<file path="src/pkg/pmes_pkg.sv">
// Package for the transceiver mode and event status register bank.
// Assumes a 100 MHz core clock and a plain register port with byte offsets.
package pmes_pkg;

  // ==========================================================================
  // Register map
  localparam logic [7:0] PMES_MODE_CTRL_OFFSET = 8'hd0;
  localparam logic [7:0] PMES_EVENT_STATUS_OFFSET = 8'hd4;
  localparam logic [7:0] PMES_EVENT_ENABLE_OFFSET = 8'hd8;

  // ==========================================================================
  // Field positions
  localparam int PMES_LONG_CABLE_BIT = 11;
  localparam int PMES_SPEED_BIT = 9;
  localparam int PMES_DUPLEX_BIT = 8;
  localparam int PMES_PAUSE_BIT = 7;
  localparam int PMES_NEG_DONE_BIT = 6;
  localparam int PMES_REMOTE_FAULT_BIT = 5;
  localparam int PMES_LINK_DOWN_BIT = 4;
  localparam int PMES_CODE_WORD_BIT = 3;
  localparam int PMES_PDET_FAULT_BIT = 2;
  localparam int PMES_PAGE_RX_BIT = 1;
  localparam int PMES_RX_ERR_FULL_BIT = 0;
  localparam int PMES_NUM_EVENTS = 7;

  // ==========================================================================
  // Reset values and counts
  localparam logic [15:0] PMES_REG_RESET = 16'h0000;
  localparam logic [6:0] PMES_FLAGS_RESET = 7'h00;
  localparam logic [6:0] PMES_RX_ERR_LIMIT = 7'h40;

endpackage

</file>
<file path="src/hw/pmes_latch_flag.sv">
// One latch-high flag that clears when its register is read.
// Assumes event and read strobe are synchronous to the core clock.
module pmes_latch_flag
  import pmes_pkg::*;
(
  input wire logic core_clk_in,
  input wire logic rst_in,
  input wire logic event_in,
  input wire logic clear_in,
  output logic flag_out
);

  // ==========================================================================
  // Flag storage
  always_ff @(posedge core_clk_in) begin
    if (rst_in) begin
      flag_out <= 1'b0;
    end else if (event_in) begin
      flag_out <= 1'b1;
    end else if (clear_in) begin
      flag_out <= 1'b0;
    end
  end

endmodule

</file>
<file path="src/hw/pmes_regs.sv">
// Transceiver mode control, event status and event enable registers.
// Assumes event inputs are one-cycle or level strobes from negotiation logic.
//
// Local design decision: the plain strobed port.
module pmes_regs
  import pmes_pkg::*;
(
  input wire logic core_clk_in,
  input wire logic rst_in,
  input wire logic [7:0] addr_in,
  input wire logic [15:0] wdata_in,
  input wire logic wr_in,
  input wire logic rd_in,
  output logic [15:0] rdata_out,
  input wire logic speed_100_in,
  input wire logic full_duplex_in,
  input wire logic pause_on_in,
  input wire logic neg_done_in,
  input wire logic remote_fault_in,
  input wire logic link_down_in,
  input wire logic code_word_rx_in,
  input wire logic pdet_fault_in,
  input wire logic page_rx_in,
  input wire logic rx_err_pkt_in,
  output logic long_cable_squelch_out,
  output logic irq_out
);

  logic long_cable_squelch;
  logic [6:0] event_enable_reg;
  logic [6:0] flags;
  logic [6:0] events;
  logic [6:0] rx_err_count;
  logic rx_err_full;
  logic status_read;

  // ==========================================================================
  // Address decode
  function automatic logic pmes_hit(input logic [7:0] a, input logic [7:0] off);
    pmes_hit = (a == off);
  endfunction

  assign status_read = rd_in && pmes_hit(addr_in, PMES_EVENT_STATUS_OFFSET);

  // ==========================================================================
  // Writable registers
  always_ff @(posedge core_clk_in) begin
    if (rst_in) begin
      long_cable_squelch <= 1'b0;
    end else if (wr_in && pmes_hit(addr_in, PMES_MODE_CTRL_OFFSET)) begin
      long_cable_squelch <= wdata_in[PMES_LONG_CABLE_BIT];
    end
  end

  always_ff @(posedge core_clk_in) begin
    if (rst_in) begin
      event_enable_reg <= PMES_FLAGS_RESET;
    end else if (wr_in && pmes_hit(addr_in, PMES_EVENT_ENABLE_OFFSET)) begin
      event_enable_reg <= wdata_in[6:0];
    end
  end

  assign long_cable_squelch_out = long_cable_squelch;

  // ==========================================================================
  // Receive error counter
  always_ff @(posedge core_clk_in) begin
    if (rst_in) begin
      rx_err_count <= 7'h00;
    end else if (status_read && rx_err_full) begin
      rx_err_count <= 7'h00;
    end else if (rx_err_pkt_in && rx_err_count < PMES_RX_ERR_LIMIT) begin
      rx_err_count <= rx_err_count + 7'h01;
    end
  end

  assign rx_err_full = (rx_err_count >= PMES_RX_ERR_LIMIT);

  // ==========================================================================
  // Latched event flags
  assign events = {neg_done_in,
                   remote_fault_in,
                   link_down_in,
                   code_word_rx_in,
                   pdet_fault_in,
                   page_rx_in,
                   rx_err_full};

  for (genvar i = 0; i < PMES_NUM_EVENTS; i++) begin : g_flag
    pmes_latch_flag u_flag (
      .core_clk_in(core_clk_in),
      .rst_in(rst_in),
      .event_in(events[i]),
      .clear_in(status_read),
      .flag_out(flags[i])
    );
  end

  // ==========================================================================
  // Read data and interrupt
  always_ff @(posedge core_clk_in) begin
    if (rst_in) begin
      rdata_out <= PMES_REG_RESET;
    end else if (rd_in) begin
      rdata_out <= PMES_REG_RESET;
      if (pmes_hit(addr_in, PMES_MODE_CTRL_OFFSET)) begin
        rdata_out[PMES_LONG_CABLE_BIT] <= long_cable_squelch;
      end else if (status_read) begin
        rdata_out[PMES_SPEED_BIT] <= speed_100_in;
        rdata_out[PMES_DUPLEX_BIT] <= full_duplex_in;
        rdata_out[PMES_PAUSE_BIT] <= pause_on_in;
        rdata_out[6:0] <= flags;
      end else if (pmes_hit(addr_in, PMES_EVENT_ENABLE_OFFSET)) begin
        rdata_out[6:0] <= event_enable_reg;
      end
    end else begin
      rdata_out <= PMES_REG_RESET;
    end
  end

  always_ff @(posedge core_clk_in) begin
    if (rst_in) begin
      irq_out <= 1'b0;
    end else begin
      irq_out <= |(flags & event_enable_reg);
    end
  end

endmodule

</file>
<file path="config.mk">
export PLATFORM = sky130hd
export DESIGN_NAME = pmes_regs
export DESIGN_NICKNAME = d
export VERILOG_FILES = /design/src/pkg/pmes_pkg.sv /design/src/hw/pmes_latch_flag.sv /design/src/hw/pmes_regs.sv
export SDC_FILE = /design/constraint.sdc
export NUM_CORES = 1
export LEC_CHECK = 0
export BUFFER_PORTS_ARGS = -buffer_cell sky130_fd_sc_hd__buf_2
export CAP_MARGIN = 10
export CORE_MARGIN = 2
export CORE_UTILIZATION = 45
export CTS_BUF_LIST = sky130_fd_sc_hd__clkbuf_4
export DETAILED_ROUTE_END_ITERATION = 12
export GPL_TIMING_DRIVEN = 0
export PLACE_DENSITY = 0.77
export SLEW_MARGIN = 20
export SYNTH_ARGS = -nofsm -noshare
export SYNTH_HDL_FRONTEND = slang
export SYNTH_SLANG_ARGS = --single-unit
</file>
<file path="constraint.sdc">
create_clock -name core_clk_in -period 1.4 [get_ports core_clk_in]
set_input_delay 0.14 -clock core_clk_in [delete_from_list [all_inputs] [get_ports core_clk_in]]
set_output_delay 0.14 -clock core_clk_in [all_outputs]
set_load 0.01 [all_outputs]
</file>
==> impl_metrics.json <==
{
  "outcome": "finished, final reports clean",
  "synthMuxAreaShare": 0.0535,
  "critical_path.max_fanout": 5,
  "number_of_flops_mapped_to_enable_cells_by_yosys": 0,
  "routed_via_count": 1334,
  "ioPinCount": 56,
  "first_pass_grt_wire_length_mm": 5.24,
  "postCtsSetupBuffers": 0,
  "timing.hold.worst.start": "pause_on_in",
  "cts_inserted_buffers": 5,
  "clockBufferDepth": 2,
  "detail_route.first_pass.iterations": 4,
  "detail-route-antenna-nets": 0,
  "criticalPathCategory": "register to register",
  "overall_fraction_of_global_route_tracks_in_use": 0.188,
  "cp.arrival_ns": 1.53,
  "crit_slowest_cell": "sky130_fd_sc_hd__dfxtp_1",
  "numPortBuffers": 42,
  "worstSkewPairLatency_ns": 0.34,
  "yosys_most_used_dff": "sky130_fd_sc_hd__dfxtp_1",
  "finalSetupViolCount": 0,
  "synth.avg_cell_area_sq_um": 9.12,
  "worstPathCellList": "ha_1 -> inv_1 -> or3_1 -> a21oi_1",
  "leakagePower_nw": 0.797,
  "timing.slew.headroom": 0.663,
  "hold_viol_final": 0,
  "sw_frac_of_total": 0.227,
  "route.detailed.wl_per_inst_um": 12.0,
  "asyncSetResetFlopFracSynth": 0,
  "worstHoldPathType": "input pin to register",
  "globalRouteOverflowTotal": 0,
  "antennaDiodeCount": 0,
  "path_clk_slew_ns": 0.10,
  "timing.critical_path.slowest_cell_delay_ns": 0.42,
  "synthesized_area_fraction_occupied_by_adder_cells": 0.0167,
  "setup.worst_path.start_class": "register",
  "die_height_um": 61.7,
  "floorplan.initialDensity": 0.482,
  "power_density_nw_per_um2": 993,
  "pwr-share-clk": 0.367,
  "synth_register_bits": 34,
  "ir_worst_vdd_mv": 0.933,
  "hold_buffers": 0,
  "endpoint_kind": "register",
  "floorplan_die_width_um": 61.7,
  "postCtsResizedCells": 0,
  "clock_sinks": 34,
  "number_of_global_route_vias_before_repair": 1186,
  "period_minus_slack_ns": 1.25,
  "worstMarginPinSlew_ns": 0.502,
  "dominant_combinational_cell_family_by_area_after_synthesis": "simple AND/OR/NAND/NOR gates",
  "std_cell_rows": 20,
  "ys_warn_count": 0,
  "fmaxAchievable_mhz": 803,
  "synth_xor_xnor_area_share": 0.0117,
  "ratio_of_cells_with_drive_above_1_in_the_final_layout": 0.263,
  "nets": 257,
  "power.net_switching_uw": 419,
  "ff_latch_area_sq_um": 681,
  "combPwrFrac": 0.087,
  "top_register": "rdata_out",
  "synth.yosys.seq_area_share": 0.455,
  "crit_startpoint": "rx_err_count[0]",
  "skew_ns": 0.00821,
  "timing.setup.tns_ns": 0,
  "power.sequential.fraction": 0.546,
  "synth_area_sq_um": 1500,
  "htreeDepth": 2,
  "r2r-start": "rx_err_count[0]",
  "design.die.area_sq_um": 3800,
  "grt_max_degree": 11,
  "antenna_violations_before_repair": 0,
  "hpwlAfterDp_mm": 2.36,
  "gp_routability_congestion": 0.891,
  "final_critical_path_setup_slack_ns": 0.154,
  "fin_hold_ws_ns": 0.0208,
  "drc_errors": 0,
  "dp_worst_setup_slack_ns": -0.256,
  "core_area_sq_um": 3100,
  "cts_tree": "yes",
  "largest_register_ff_count": 11,
  "synth-simple-area-share": 0.256,
  "power_internal_mw": 1.42,
  "num-fill-cells": 306,
  "number_of_instances_in_the_synthesized_netlist": 164,
  "avgViaCountPerCell": 5.11,
  "synth_compound_gate_area_share": 0.127,
  "slew_viol_final": 0,
  "grt_setup_unrepaired": "false",
  "cts_root_buffer": "sky130_fd_sc_hd__clkbuf_4",
  "synth.distinct_cells": 36,
  "final.period_utilization": 0.890,
  "drt_first_iter_violations": 41,
  "flow.area_growth_from_synthesis_pct": 24.1,
  "drv.max_cap_violation_count": 0,
  "route.final.wire_length_mm": 3.14,
  "multi_input_comb_area_sq_um": 723,
  "crit_required_ns": 1.68
}
worst max-delay path: cells and delay by family (launching register included):
kind	cells	cell delay (ns)
adders and majority gates	1	0.23
DFF	1	0.42
and+or+nand+nor	1	0.34
buffers and inverters	1	0.07
AOI/OAI and AO/OA	1	0.13
through the flow:
step,power [mW],instances,util,cell area (sq um)
floorplan,1.11,168,-,1510
global placement,1.18,254,0.573,1780
detailed placement,1.18,254,0.573,1780
CTS,1.86,261,0.596,1850
global route,1.93,261,0.598,1860
finish,1.84,261,0.598,1860
layout by cell type, fill, tap and decap left out, types with 3 or more instances in the layout:
master,n
sky130_fd_sc_hd__a21oi_1,11
sky130_fd_sc_hd__a311oi_1,7
sky130_fd_sc_hd__and3_1,4
sky130_fd_sc_hd__buf_2,45
sky130_fd_sc_hd__buf_4,5
sky130_fd_sc_hd__clkbuf_1,5
sky130_fd_sc_hd__clkbuf_4,5
sky130_fd_sc_hd__conb_1,5
sky130_fd_sc_hd__dfxtp_1,34
sky130_fd_sc_hd__inv_1,12
sky130_fd_sc_hd__mux2i_1,8
sky130_fd_sc_hd__nand2b_1,14
sky130_fd_sc_hd__nand3_1,9
sky130_fd_sc_hd__nand4_1,7
sky130_fd_sc_hd__nor2_1,10
sky130_fd_sc_hd__nor2b_1,3
sky130_fd_sc_hd__o21ai_0,4
sky130_fd_sc_hd__or3_1,3
metal layers:
| layer | wire length, um | track usage | part of all wire |
|---|---|---|---|
| met5 | 0 | 0 | 0 |
| met1 | 1510 | 0.250 | 0.48 |
| met4 | 83 | 0.0912 | 0.026 |
| met2 | 1400 | 0.283 | 0.44 |
| met3 | 148 | 0.0504 | 0.047 |
logic make-up after synthesis:
kind of cell / Yosys count
AND/OR/NAND/NOR: 63
flip-flops: 34
AO/OA/AOI/OAI: 29
buffers and inverters: 25
multiplexers: 8
adder cells (fa/ha/maj): 2
XOR/XNOR: 2
other: 1
area by class of cell:
| cell class | count | area share |
|---|---|---|
| Buffer | 13 | 0.0384 |
| Sequential cell | 34 | 0.367 |
| Multi-Input combinational cell | 109 | 0.389 |
| Clock buffer | 5 | 0.0202 |
| Timing Repair Buffer | 42 | 0.113 |
| Tap cell | 44 | 0.0296 |
| Inverter | 12 | 0.0243 |
| Clock inverter | 2 | 0.0182 |
path summary, 6_finish.rpt:
path / end / cells past startpoint / slack (ns)
worst min register to register: rdata_out[11] / 2 / 0.47
worst max register to register: rx_err_count[4] / 4 / 0.15
worst min-delay path: rdata_out[7] / 2 / 0.02
worst max-delay path: rx_err_count[4] / 4 / 0.15
power groups by stage:
stage | clock (mW) | sequential [mW] | combinational [mW]
after floorplan | 0 | 1.02 | 0.0902
after global placement | 0 | 1.03 | 0.153
after detailed placement | 0 | 1.03 | 0.157
after CTS | 0.697 | 1.01 | 0.157
after global routing | 0.738 | 1.01 | 0.180
final | 0.677 | 1.01 | 0.160
synthesized netlist by cell type (all sizes together), types with 3 or more instances:
library cell   n  area [sq um]
nor2          10          37.5
a311oi         7          61.3
and3           4          25.0
buf            8          52.6
nand4          7          43.8
o21ai          5          25.0
clkbuf         5          18.8
dfxtp         34           681
mux2i          8          80.1
nand3          9          45.0
nand2b        14          87.6
or3            3          18.8
inv           12          45.0
nor2b          3          18.8
a21oi         11          55.1
No activity file was read; power rests on OpenSTA's default activity.
